===== config.mk =====
export PLATFORM = sky130hd
export DESIGN_NAME = vps_amp_scaler
export DESIGN_NICKNAME = d
export VERILOG_FILES = /design/src/design/vps_pkg.sv /design/src/design/vps_div_if.sv /design/src/design/vps_div_core.sv /design/src/design/vps_amp_scaler.sv
export SDC_FILE = /design/constraint.sdc
export NUM_CORES = 1
export LEC_CHECK = 0
export BUFFER_PORTS_ARGS = -buffer_cell sky130_fd_sc_hd__buf_2
export CAP_MARGIN = 20
export CORE_MARGIN = 2
export CORE_UTILIZATION = 50
export CTS_BUF_LIST = sky130_fd_sc_hd__clkbuf_8 sky130_fd_sc_hd__clkbuf_16
export DETAILED_ROUTE_END_ITERATION = 7
export GPL_TIMING_DRIVEN = 0
export PLACE_DENSITY = 0.73
export SYNTH_ARGS = -nofsm -noshare
export SYNTH_HDL_FRONTEND = slang
export SYNTH_SLANG_ARGS = --single-unit

===== constraint.sdc =====
create_clock -name pclk -period 4.1 [get_ports pclk]
set_clock_uncertainty 0.1 [all_clocks]
set_input_delay 0.41 -clock pclk [delete_from_list [all_inputs] [get_ports pclk]]
set_output_delay 0.41 -clock pclk [all_outputs]
set_load 0.02 [all_outputs]

===== src/design/vps_pkg.sv =====
// shared constants and types for the velocity pwm amplitude scaler
package vps_pkg;
  // ----------------------------------------------------------------
  // register map, one aligned 32-bit word each
  // ----------------------------------------------------------------
  localparam int ADDR_W = 8;
  localparam logic [7:0] OFS_CTRL = 8'h00;
  localparam logic [7:0] OFS_SCALE = 8'h04;
  localparam logic [7:0] OFS_THRESH = 8'h08;
  localparam logic [7:0] OFS_INTERVAL = 8'h0c;
  localparam logic [7:0] OFS_STATUS = 8'h10;
  localparam logic [7:0] OFS_INT_STAT = 8'h14;
  localparam logic [7:0] OFS_INT_MASK = 8'h18;
  // ----------------------------------------------------------------
  // field positions
  // ----------------------------------------------------------------
  localparam int CTRL_AUTO = 0;
  localparam int CTRL_QEN = 1;
  localparam int GRAD_LSB = 8;
  localparam int STAT_QUIET = 8;
  localparam int STAT_OLA = 9;
  localparam int STAT_OLB = 10;
  localparam int INT_OLA = 0;
  localparam int INT_OLB = 1;
  localparam int INT_MODE = 2;
  localparam int INT_W = 3;
  // ----------------------------------------------------------------
  // widths, limits and reset values
  // ----------------------------------------------------------------
  localparam int STEP_W = 20;
  localparam logic [STEP_W-1:0] STEP_MAX = 20'hfffff;
  localparam logic [STEP_W-1:0] STEP_ONE = 20'h00001;
  localparam logic [7:0] AMP_MAX = 8'hff;
  localparam logic [7:0] SCALE_LOW_BYTE = 8'h00;
  localparam logic [7:0] OFFSET_RST = 8'hff;
  localparam logic [7:0] GRAD_RST = 8'h04;
  localparam int PWM_DIV = 1024;
  localparam int PWM_CNT_W = 10;
  localparam logic [PWM_CNT_W-1:0] PWM_LAST = PWM_CNT_W'(PWM_DIV - 1);
  localparam int USTEPS_PER_FULL = 256;
  localparam int OL_WINDOW_FULL = 4;
  localparam int MISS_W = 11;
  localparam logic [MISS_W-1:0] MISS_LIMIT = MISS_W'(OL_WINDOW_FULL * USTEPS_PER_FULL);
  localparam int DIV_QW = 16;
  localparam logic [4:0] DIV_LAST = 5'(DIV_QW - 1);
  // ----------------------------------------------------------------
  // divider sequencer
  // ----------------------------------------------------------------
  typedef enum logic [0:0] {
    VPS_DIV_IDLE = 1'b0,
    VPS_DIV_RUN = 1'b1
  } vps_div_state_t;
endpackage


===== src/design/vps_div_if.sv =====
// request and answer bundle between the scaler and its divider
`timescale 1ns/1ps
interface vps_div_if;
  import vps_pkg::*;
  logic start;
  logic [DIV_QW-1:0] dividend;
  logic [STEP_W-1:0] divisor;
  logic busy;
  logic done;
  logic [DIV_QW-1:0] quotient;
  modport req (output start, output dividend, output divisor,
               input busy, input done, input quotient);
  modport calc (input start, input dividend, input divisor,
                output busy, output done, output quotient);
endinterface


===== src/design/vps_div_core.sv =====
// sequential restoring divider: gradient*256 over the step interval
`timescale 1ns/1ps
module vps_div_core
  import vps_pkg::*;
(
  input wire logic pclk,      // driver clock
  input wire logic presetn,   // async reset, active low
  vps_div_if.calc div         // request and quotient
);
  typedef struct packed {
    vps_div_state_t state;
    logic [4:0] cnt;
    logic [STEP_W:0] rem;
    logic [STEP_W-1:0] dsr;
    logic [DIV_QW-1:0] q;
    logic done;
  } vps_div_reg_t;

  vps_div_reg_t s;
  vps_div_reg_t next_s;
  logic [STEP_W:0] trial;

  // ----------------------------------------------------------------
  // one quotient bit per cycle keeps the area to one subtractor
  // ----------------------------------------------------------------
  always_comb begin
    next_s = s;
    next_s.done = 1'b0;
    trial = {s.rem[STEP_W-1:0], s.q[DIV_QW-1]};
    case (s.state)
      VPS_DIV_IDLE: begin
        if (div.start) begin
          next_s.q = div.dividend;
          next_s.rem = '0;
          next_s.dsr = div.divisor;
          next_s.cnt = DIV_LAST;
          next_s.state = VPS_DIV_RUN;
        end
      end
      VPS_DIV_RUN: begin
        // a zero divisor yields all ones, which the caller saturates
        if (trial >= {1'b0, s.dsr}) begin
          next_s.rem = trial - {1'b0, s.dsr};
          next_s.q = {s.q[DIV_QW-2:0], 1'b1};
        end else begin
          next_s.rem = trial;
          next_s.q = {s.q[DIV_QW-2:0], 1'b0};
        end
        if (s.cnt == '0) begin
          next_s.state = VPS_DIV_IDLE;
          next_s.done = 1'b1;
        end else begin
          next_s.cnt = s.cnt - 5'h01;
        end
      end
      default: next_s.state = VPS_DIV_IDLE;
    endcase
  end

  // state register
  always_ff @(posedge pclk or negedge presetn) begin
    if (!presetn) begin
      s <= '0;
    end else begin
      s <= next_s;
    end
  end

  // answers come straight from the registers
  assign div.busy = (s.state == VPS_DIV_RUN);
  assign div.done = s.done;
  assign div.quotient = s.q;
endmodule


===== src/design/vps_amp_scaler.sv =====
// quiet-mode pwm amplitude scaler with mode switch, open-load flags, apb
//
// Operation
// - without autoscale, amplitude follows measured step interval, not current.
// - velocity amplitude = offset + gradient*256*fstep/fclk.
// - amplitude is 8 bits against a 248-peak sine; coil voltage = vm*amp/374.
// - threshold picks quiet or other chopper; zero threshold keeps quiet always.
// - in the other chopper the amplitude is held and resumed on return.
// - per-coil open-load flag shows whether nominal current is reachable.
// - an open coil gives a steady flag; an intact one may flicker.
// - both flags set when target not reached within last few full steps.
// - with autoscale the live amplitude is readable for load evaluation.
// - quiet mode holds only while step interval is at or above threshold.
// - autoscale set selects current regulation, clear selects velocity scaling.
//
// Local design decisions: the APB slave port and the register offsets.
`timescale 1ns/1ps
module vps_amp_scaler
  import vps_pkg::*;
#(
  parameter int PWM_PERIOD = PWM_DIV      // clocks per chopper period
)
(
  input wire logic pclk,                  // driver clock, 100 MHz
  input wire logic presetn,               // async reset, active low
  input wire logic psel,                  // apb select
  input wire logic penable,               // apb access phase
  input wire logic pwrite,                // apb write
  input wire logic [ADDR_W-1:0] paddr,    // apb byte address
  input wire logic [31:0] pwdata,         // apb write data
  output logic [31:0] prdata,             // apb read data
  output logic pready,                    // apb ready
  output logic pslverr,                   // apb error, unmapped address
  input wire logic step,                  // microstep pulse pin
  input wire logic coil_a_below,          // coil a current below target
  input wire logic coil_b_below,          // coil b current below target
  output logic [7:0] amplitude,           // applied pwm amplitude
  output logic quiet_active,              // quiet pwm mode in use
  output logic open_load_coil_a,          // open-load flag coil a
  output logic open_load_coil_b,          // open-load flag coil b
  output logic irq                        // interrupt, active high level
);
  typedef struct packed {
    logic [2:0] step_sync;
    logic [1:0] a_sync;
    logic [1:0] b_sync;
    logic [STEP_W-1:0] interval_cnt;
    logic [STEP_W-1:0] step_interval;
    logic auto_en;
    logic quiet_en;
    logic [7:0] offset;
    logic [7:0] gradient;
    logic [STEP_W-1:0] threshold;
    logic [7:0] amplitude;
    logic quiet_active;
    logic reg_started;
    logic [PWM_CNT_W-1:0] pwm_cnt;
    logic pwm_tick;
    logic ol_a;
    logic ol_b;
    logic [MISS_W-1:0] miss_cnt;
    logic [INT_W-1:0] int_stat;
    logic [INT_W-1:0] int_mask;
    logic irq;
    logic [31:0] prdata;
    logic pready;
    logic pslverr;
    logic div_start;
  } vps_state_t;

  // last count of the chopper period divider; the counter width caps the period at 1024
  localparam logic [PWM_CNT_W-1:0] PERIOD_LAST = PWM_CNT_W'(PWM_PERIOD - 1);

  vps_state_t s;
  vps_state_t next_s;
  logic step_edge;
  logic a_low;
  logic b_low;
  logic [16:0] vel_sum;
  logic [8:0] amp_up;
  logic apb_hit;
  logic commit;
  logic [INT_W-1:0] w1c;
  logic [INT_W-1:0] ev;

  vps_div_if div ();

  // ----------------------------------------------------------------
  // divider for the velocity term
  // ----------------------------------------------------------------
  vps_div_core u_div (
    .pclk(pclk),
    .presetn(presetn),
    .div(div)
  );

  // velocity term is gradient*256 over the interval in clock cycles
  assign div.start = s.div_start;
  assign div.dividend = {s.gradient, SCALE_LOW_BYTE};
  assign div.divisor = s.step_interval;

  // ----------------------------------------------------------------
  // next-state logic
  // ----------------------------------------------------------------
  always_comb begin
    next_s = s;
    step_edge = s.step_sync[1] & ~s.step_sync[2];
    a_low = s.a_sync[1];
    b_low = s.b_sync[1];
    vel_sum = {9'h000, s.offset} + {1'b0, div.quotient};
    amp_up = {1'b0, s.amplitude} + {1'b0, s.gradient};
    apb_hit = psel & penable;
    commit = apb_hit & s.pready;
    w1c = '0;

    // pins pass two flops; coil logic uses the second stage, the step edge uses the second and a third
    next_s.step_sync = {s.step_sync[1:0], step};
    next_s.a_sync = {s.a_sync[0], coil_a_below};
    next_s.b_sync = {s.b_sync[0], coil_b_below};

    // interval between microsteps; saturation marks standstill
    if (step_edge) begin
      next_s.step_interval = s.interval_cnt;
      next_s.interval_cnt = STEP_ONE;
    end else if (s.interval_cnt != STEP_MAX) begin
      next_s.interval_cnt = s.interval_cnt + STEP_ONE;
    end else begin
      next_s.step_interval = STEP_MAX;
    end

    // chopper period enable from the clock divider
    next_s.pwm_tick = (s.pwm_cnt == PERIOD_LAST);
    next_s.pwm_cnt = next_s.pwm_tick ? '0 : s.pwm_cnt + 1'b1;

    // mode choice: long interval means low velocity
    next_s.quiet_active = s.quiet_en &&
      (s.threshold == '0 || s.step_interval >= s.threshold);

    // regulation only starts once standstill has been seen
    if (!(s.quiet_en && s.auto_en)) begin
      next_s.reg_started = 1'b0;
    end else if (s.step_interval == STEP_MAX) begin
      next_s.reg_started = 1'b1;
    end

    // keep the divider recomputing back to back
    next_s.div_start = !s.div_start && !div.busy;

    // amplitude update; outside quiet mode nothing changes it
    if (s.quiet_active) begin
      if (!s.auto_en) begin
        if (div.done) begin
          // clipping avoids a wrap to a tiny amplitude at speed
          next_s.amplitude = (vel_sum > {9'h000, AMP_MAX}) ? AMP_MAX
                                                         : vel_sum[7:0];
        end
      end else if (s.reg_started && s.pwm_tick) begin
        if (a_low || b_low) begin
          next_s.amplitude = amp_up[8] ? AMP_MAX : amp_up[7:0];
        end else if (s.amplitude != '0) begin
          next_s.amplitude = s.amplitude - 8'h01;
        end
      end
    end

    // open-load evaluation, quiet mode only
    if (s.quiet_active) begin
      if (!(a_low || b_low)) begin
        next_s.miss_cnt = '0;
      end else if (step_edge && s.miss_cnt != MISS_LIMIT) begin
        next_s.miss_cnt = s.miss_cnt + 1'b1;
      end
      if (s.pwm_tick) begin
        // open coil stays low even at full drive, so its flag stays up
        next_s.ol_a = a_low && (s.amplitude == AMP_MAX);
        next_s.ol_b = b_low && (s.amplitude == AMP_MAX);
      end
      if (s.miss_cnt == MISS_LIMIT) begin
        next_s.ol_a = 1'b1;
        next_s.ol_b = 1'b1;
      end
    end

    // apb: one wait state, answer registered
    next_s.pready = apb_hit & ~s.pready;
    if (apb_hit && !s.pready) begin
      next_s.prdata = '0;
      next_s.pslverr = 1'b0;
      case (paddr)
        OFS_CTRL: begin
          next_s.prdata[CTRL_AUTO] = s.auto_en;
          next_s.prdata[CTRL_QEN] = s.quiet_en;
        end
        OFS_SCALE: begin
          next_s.prdata[7:0] = s.offset;
          next_s.prdata[GRAD_LSB +: 8] = s.gradient;
        end
        OFS_THRESH: next_s.prdata[STEP_W-1:0] = s.threshold;
        OFS_INTERVAL: next_s.prdata[STEP_W-1:0] = s.step_interval;
        OFS_STATUS: begin
          next_s.prdata[7:0] = s.amplitude;
          next_s.prdata[STAT_QUIET] = s.quiet_active;
          next_s.prdata[STAT_OLA] = s.ol_a;
          next_s.prdata[STAT_OLB] = s.ol_b;
        end
        OFS_INT_STAT: next_s.prdata[INT_W-1:0] = s.int_stat;
        OFS_INT_MASK: next_s.prdata[INT_W-1:0] = s.int_mask;
        default: next_s.pslverr = 1'b1;
      endcase
    end
    if (commit) begin
      next_s.pslverr = 1'b0;
    end

    // writes land at the edge that completes the access
    if (commit && pwrite) begin
      case (paddr)
        OFS_CTRL: begin
          next_s.auto_en = pwdata[CTRL_AUTO];
          next_s.quiet_en = pwdata[CTRL_QEN];
        end
        OFS_SCALE: begin
          next_s.offset = pwdata[7:0];
          next_s.gradient = pwdata[GRAD_LSB +: 8];
        end
        OFS_THRESH: next_s.threshold = pwdata[STEP_W-1:0];
        OFS_INT_STAT: w1c = pwdata[INT_W-1:0];
        OFS_INT_MASK: next_s.int_mask = pwdata[INT_W-1:0];
        default: w1c = '0;
      endcase
    end

    // sticky events; a new event beats a same-cycle clear
    ev = '0;
    ev[INT_OLA] = next_s.ol_a & ~s.ol_a;
    ev[INT_OLB] = next_s.ol_b & ~s.ol_b;
    ev[INT_MODE] = next_s.quiet_active ^ s.quiet_active;
    next_s.int_stat = (s.int_stat & ~w1c) | ev;
    next_s.irq = |(next_s.int_stat & next_s.int_mask);
  end

  // ----------------------------------------------------------------
  // state register
  // ----------------------------------------------------------------
  always_ff @(posedge pclk or negedge presetn) begin
    if (!presetn) begin
      s <= '0;
      s.offset <= OFFSET_RST;
      s.gradient <= GRAD_RST;
      s.interval_cnt <= STEP_MAX;
      s.step_interval <= STEP_MAX;
    end else begin
      s <= next_s;
    end
  end

  // outputs come straight from the state flops
  assign prdata = s.prdata;
  assign pready = s.pready;
  assign pslverr = s.pslverr;
  assign amplitude = s.amplitude;
  assign quiet_active = s.quiet_active;
  assign open_load_coil_a = s.ol_a;
  assign open_load_coil_b = s.ol_b;
  assign irq = s.irq;
endmodule


==> key figures <==
Clock network
  – Clock tree root buffer cell: sky130_fd_sc_hd__clkbuf_16
  – H-Tree Depth: 1
  – Quantity of gates resized following cts: 0
  – # clock sinks: 212
  – Worst skew pair latency: 0.52 ns
  – Clock slew at reported path FFs: 0.06 ns
  – Number of buffers created by CTS: 25
  – Clock tree from TritonCTS: built
  – Maximum clock path buffer count: 3

Floorplan
  – Initial core utilization: 50.67%
  – Die area: 25840 um^2
  – Width of the chip: 160.8 um
  – Core footprint: 24250 um^2
  – Cell Rows: 57
  – Io pins: 94
  – Vert. Die Dim: 160.8 um

Timing
  – Final count of negative-setup-slack endpoints: 0
  – Unrepaired setup endpoints after global routing: false
  – Slew HR: 28.92%
  – Total negative slack: 0 ns
  – Worst-margin pin slew: 1.058 ns
  – Final worst-path setup slack: 0.8567 ns
  – Achievable Freq: 308.3 MHz
  – Worst hold slack: 0.04367 ns
  – Minimum period implied by the final worst setup slack: 3.243 ns
  – Final Hold Fails: 0
  – Total count of max-transition violations in the final report: 0
  – Final critical-path share of the clock period: 79.10%

Global route
  – Vias in the first global route: 9791
  – Overall track demand over capacity in global routing: 25.01%
  – Initial antenna violation count: 0
  – Wire length of the first global-routing pass: 51940 um
  – Global route overflow: 0
  – Pin count of the biggest net entering global routing: 122

Drt
  – Drt wl/cell: 18.45 um
  – Remaining DRCs: 0
  – Routed Antenna Nets: 0
  – 1st-iter DRT viols: 939
  – Via count: 10020
  – Number of detailed-route iterations in the first pass: 5
  – Drt total wl: 31960 um
  – Number of vias per cell: 5.783

Finish
  – Multi-input combinational cell area: 6163 um^2
  – Number of nets at the end of the flow: 1506
  – Area occupied by registers: 5366 um^2
  – Proportion of layout cells with a drive suffix above 1: 19.32%
  – Number of non-filler instances in the completed layout: 1732
  – Final Cell Area: 14030 um^2
  – Fillcell total: 2143
  – Total inserted antenna cells: 0
  – Final Util: 57.86%
  – Area growth from synthesis to layout: 14.21%

Worst setup path
  – Slowest cell on the critical path: sky130_fd_sc_hd__or4_1
  – R2R depth: 11
  – Slowest Stage Delay on Critical Path: 0.59 ns
  – Cell breakdown of the critical path: ha_1 -> inv_1 -> fa_1 -> nor2b_1 -> o31a_1 -> o21ai_2 -> a21oi_2 -> and3_1 -> a31oi_1 -> or4_1 -> a22o_1
  – Worst Setup Start Kind: register
  – Arrival @ worst endpoint: 3.55 ns
  – Critical path capture point type: register
  – CP max FO: 8
  – Slack of the worst reg-to-reg path: 0.86 ns
  – Category of the critical setup timing path: register to register
  – Worst EP required: 4.41 ns

Logic synthesis
  – Primary FF master, synth: sky130_fd_sc_hd__dfrtp_1
  – Dominant combinational cell family by area after synthesis: compound AO/OA/AOI/OAI gates
  – Synth Instances: 1279
  – Count of yosys warnings during synthesis: 0
  – Sequential fraction of the synthesis area: 43.68%
  – Number of enable-type register cells in the synthesized netlist: 0
  – Average cell area after synthesis: 9.606 um^2
  – Post-synthesis compound-gate area fraction: 17.42%
  – Cell type with the highest aggregate area in the netlist: sky130_fd_sc_hd__dfrtp_1
  – Area contributors post-synth: sky130_fd_sc_hd__dfrtp_1 33%, sky130_fd_sc_hd__dfstp_2 10%, sky130_fd_sc_hd__ha_1 6.5%
  – Mux share of post-synthesis cell area: 5.825%
  – Post-synthesis adder-cell area fraction: 7.007%
  – Commonest cells post-synth: 163 x sky130_fd_sc_hd__dfrtp_1, 152 x sky130_fd_sc_hd__nand2_1, 97 x sky130_fd_sc_hd__o21ai_0
  – Most frequently used cell type in the post-synthesis netlist: sky130_fd_sc_hd__dfrtp_1
  – Simple-gate share of the synthesized area: 15.35%
  – Cell Area, Synth: 12290 um^2
  – Count of cell types in the netlist: 81
  – Proportion of synthesized flip-flops having asynchronous set or reset: 100.0%
  – Area fraction of the dominant cell type after synthesis: 33.20%
  – Number of synthesized register bits: 212
  – Synthesized-area fraction occupied by xor and xnor cells: 4.206%

Power
  – Clock share of power: 34.2%
  – Switching share of total power: 31.73%
  – Net load switching power: 2.164 mW
  – Share of power burned in combinational logic: 28.8%
  – Standby leakage power: 6.385 nW
  – Sequential fraction of design power: 37.0%
  – Worst voltage drop across the vdd grid: 0.4076 mV
  – Power, Total: 6.821 mW
  – Power density of the placed cells: 486.2 nW/um^2
  – Internal power summed over all cells: 4.657 mW

Hold path
  – Classification of the worst-slack hold path: primary input to register
  – Hold path cells: 2

Place
  – Number of buffers added on ports: 69
  – DP Cell Count: 1684
  – Placed wire-length estimate: 23380 um
  – Worst setup timing slack at the placement stage: 0.8593 ns
  – Placed instance area: 13120 um^2
  – Last weighted congestion value of the routability-driven placer: 0.9093

Status
  – Result of the run: finished, final reports clean

Job
  – Max-cap violations: 0
## timing repair
item / CTS / global route
endpoints found under the hold margin: 83 / 0
hold buffers: 4 / 0
setup buffers: 0 / 0
setup endpoints to repair: 0 / 0
## power groups by stage
| stage | logic (mW) | registers, mW | clock network (mW) |
|---|---|---|---|
| floorplan | 1.54 | 2.48 | 0 |
| global placement | 1.88 | 2.55 | 0 |
| detailed placement | 1.93 | 2.55 | 0 |
| CTS | 1.95 | 2.52 | 2.37 |
| global route | 2.20 | 2.55 | 2.46 |
| finish | 1.97 | 2.53 | 2.33 |
## cell type report
cell class | instances | area share (%)
flip-flops and latches | 212 | 38.25
inverters | 72 | 1.926
plain buffers | 92 | 3.754
clock buffers | 30 | 5.029
well taps | 324 | 2.889
clock inverters | 14 | 1.213
repair buffers | 74 | 3.014
multi-input cells | 914 | 43.93
## cells in the final DEF (no fill, tap or decap), drive strengths merged, types with 14 or more instances in the layout
master / count
mux2i: 22
a22o: 21
buf: 122
o21ai: 109
nor2b: 16
inv: 77
mux2: 44
clkbuf: 70
xor2: 30
nor2: 76
dfstp: 49
and3: 14
nand4: 20
nand3: 37
nor4: 16
dfrtp: 163
nor3: 21
a21oi: 63
ha: 64
xnor2: 29
nand2: 152
## final timing paths
kind	startpoint	endpoint
setup reg to reg	s[104]	amplitude[5]
hold reg to reg	next_s[155]	b_low
setup / recovery	s[104]	amplitude[5]
hold / removal	pwdata[7]	s[111]
max in group asynchronous	presetn	u_div.s[47]
min in group asynchronous	presetn	s[52]
## layer usage
layer	vias up	routed length [um]	part of all wire (%)	global-route usage (%)
li1	4778	-	-	-
met1	4852	13890	43	33.90
met2	310	15180	47	42.07
met3	76	1856	5.8	2.996
met4	0	1035	3.2	8.198
met5	-	0	0	0
## critical path, delay by kind of cell (launching register included)
family,cells,cell delay (ns)
simple gates,3,0.94
compound gates,5,0.86
fa+ha+maj,2,0.61
flops,1,0.56
buf+inv,1,0.07
## cells by family (layout without fill, tap and decap cells)
family	Yosys count	in the layout
compound gates	318	318
xor+xnor	59	59
fa+ha+maj	67	67
buf+inv	164	282
flops	212	212
mux	66	66
other cells	1	12
simple gates	392	392
## sequential cells by signal (all words and copies together) (netlist names), 4 cells and up
register,flops
u_div.s,45
s,80
amplitude,8
prdata,20
div.dividend,8
next_s,4
div.divisor,20
u_div.div.quotient,16
No activity file was read; power rests on OpenSTA's default activity.
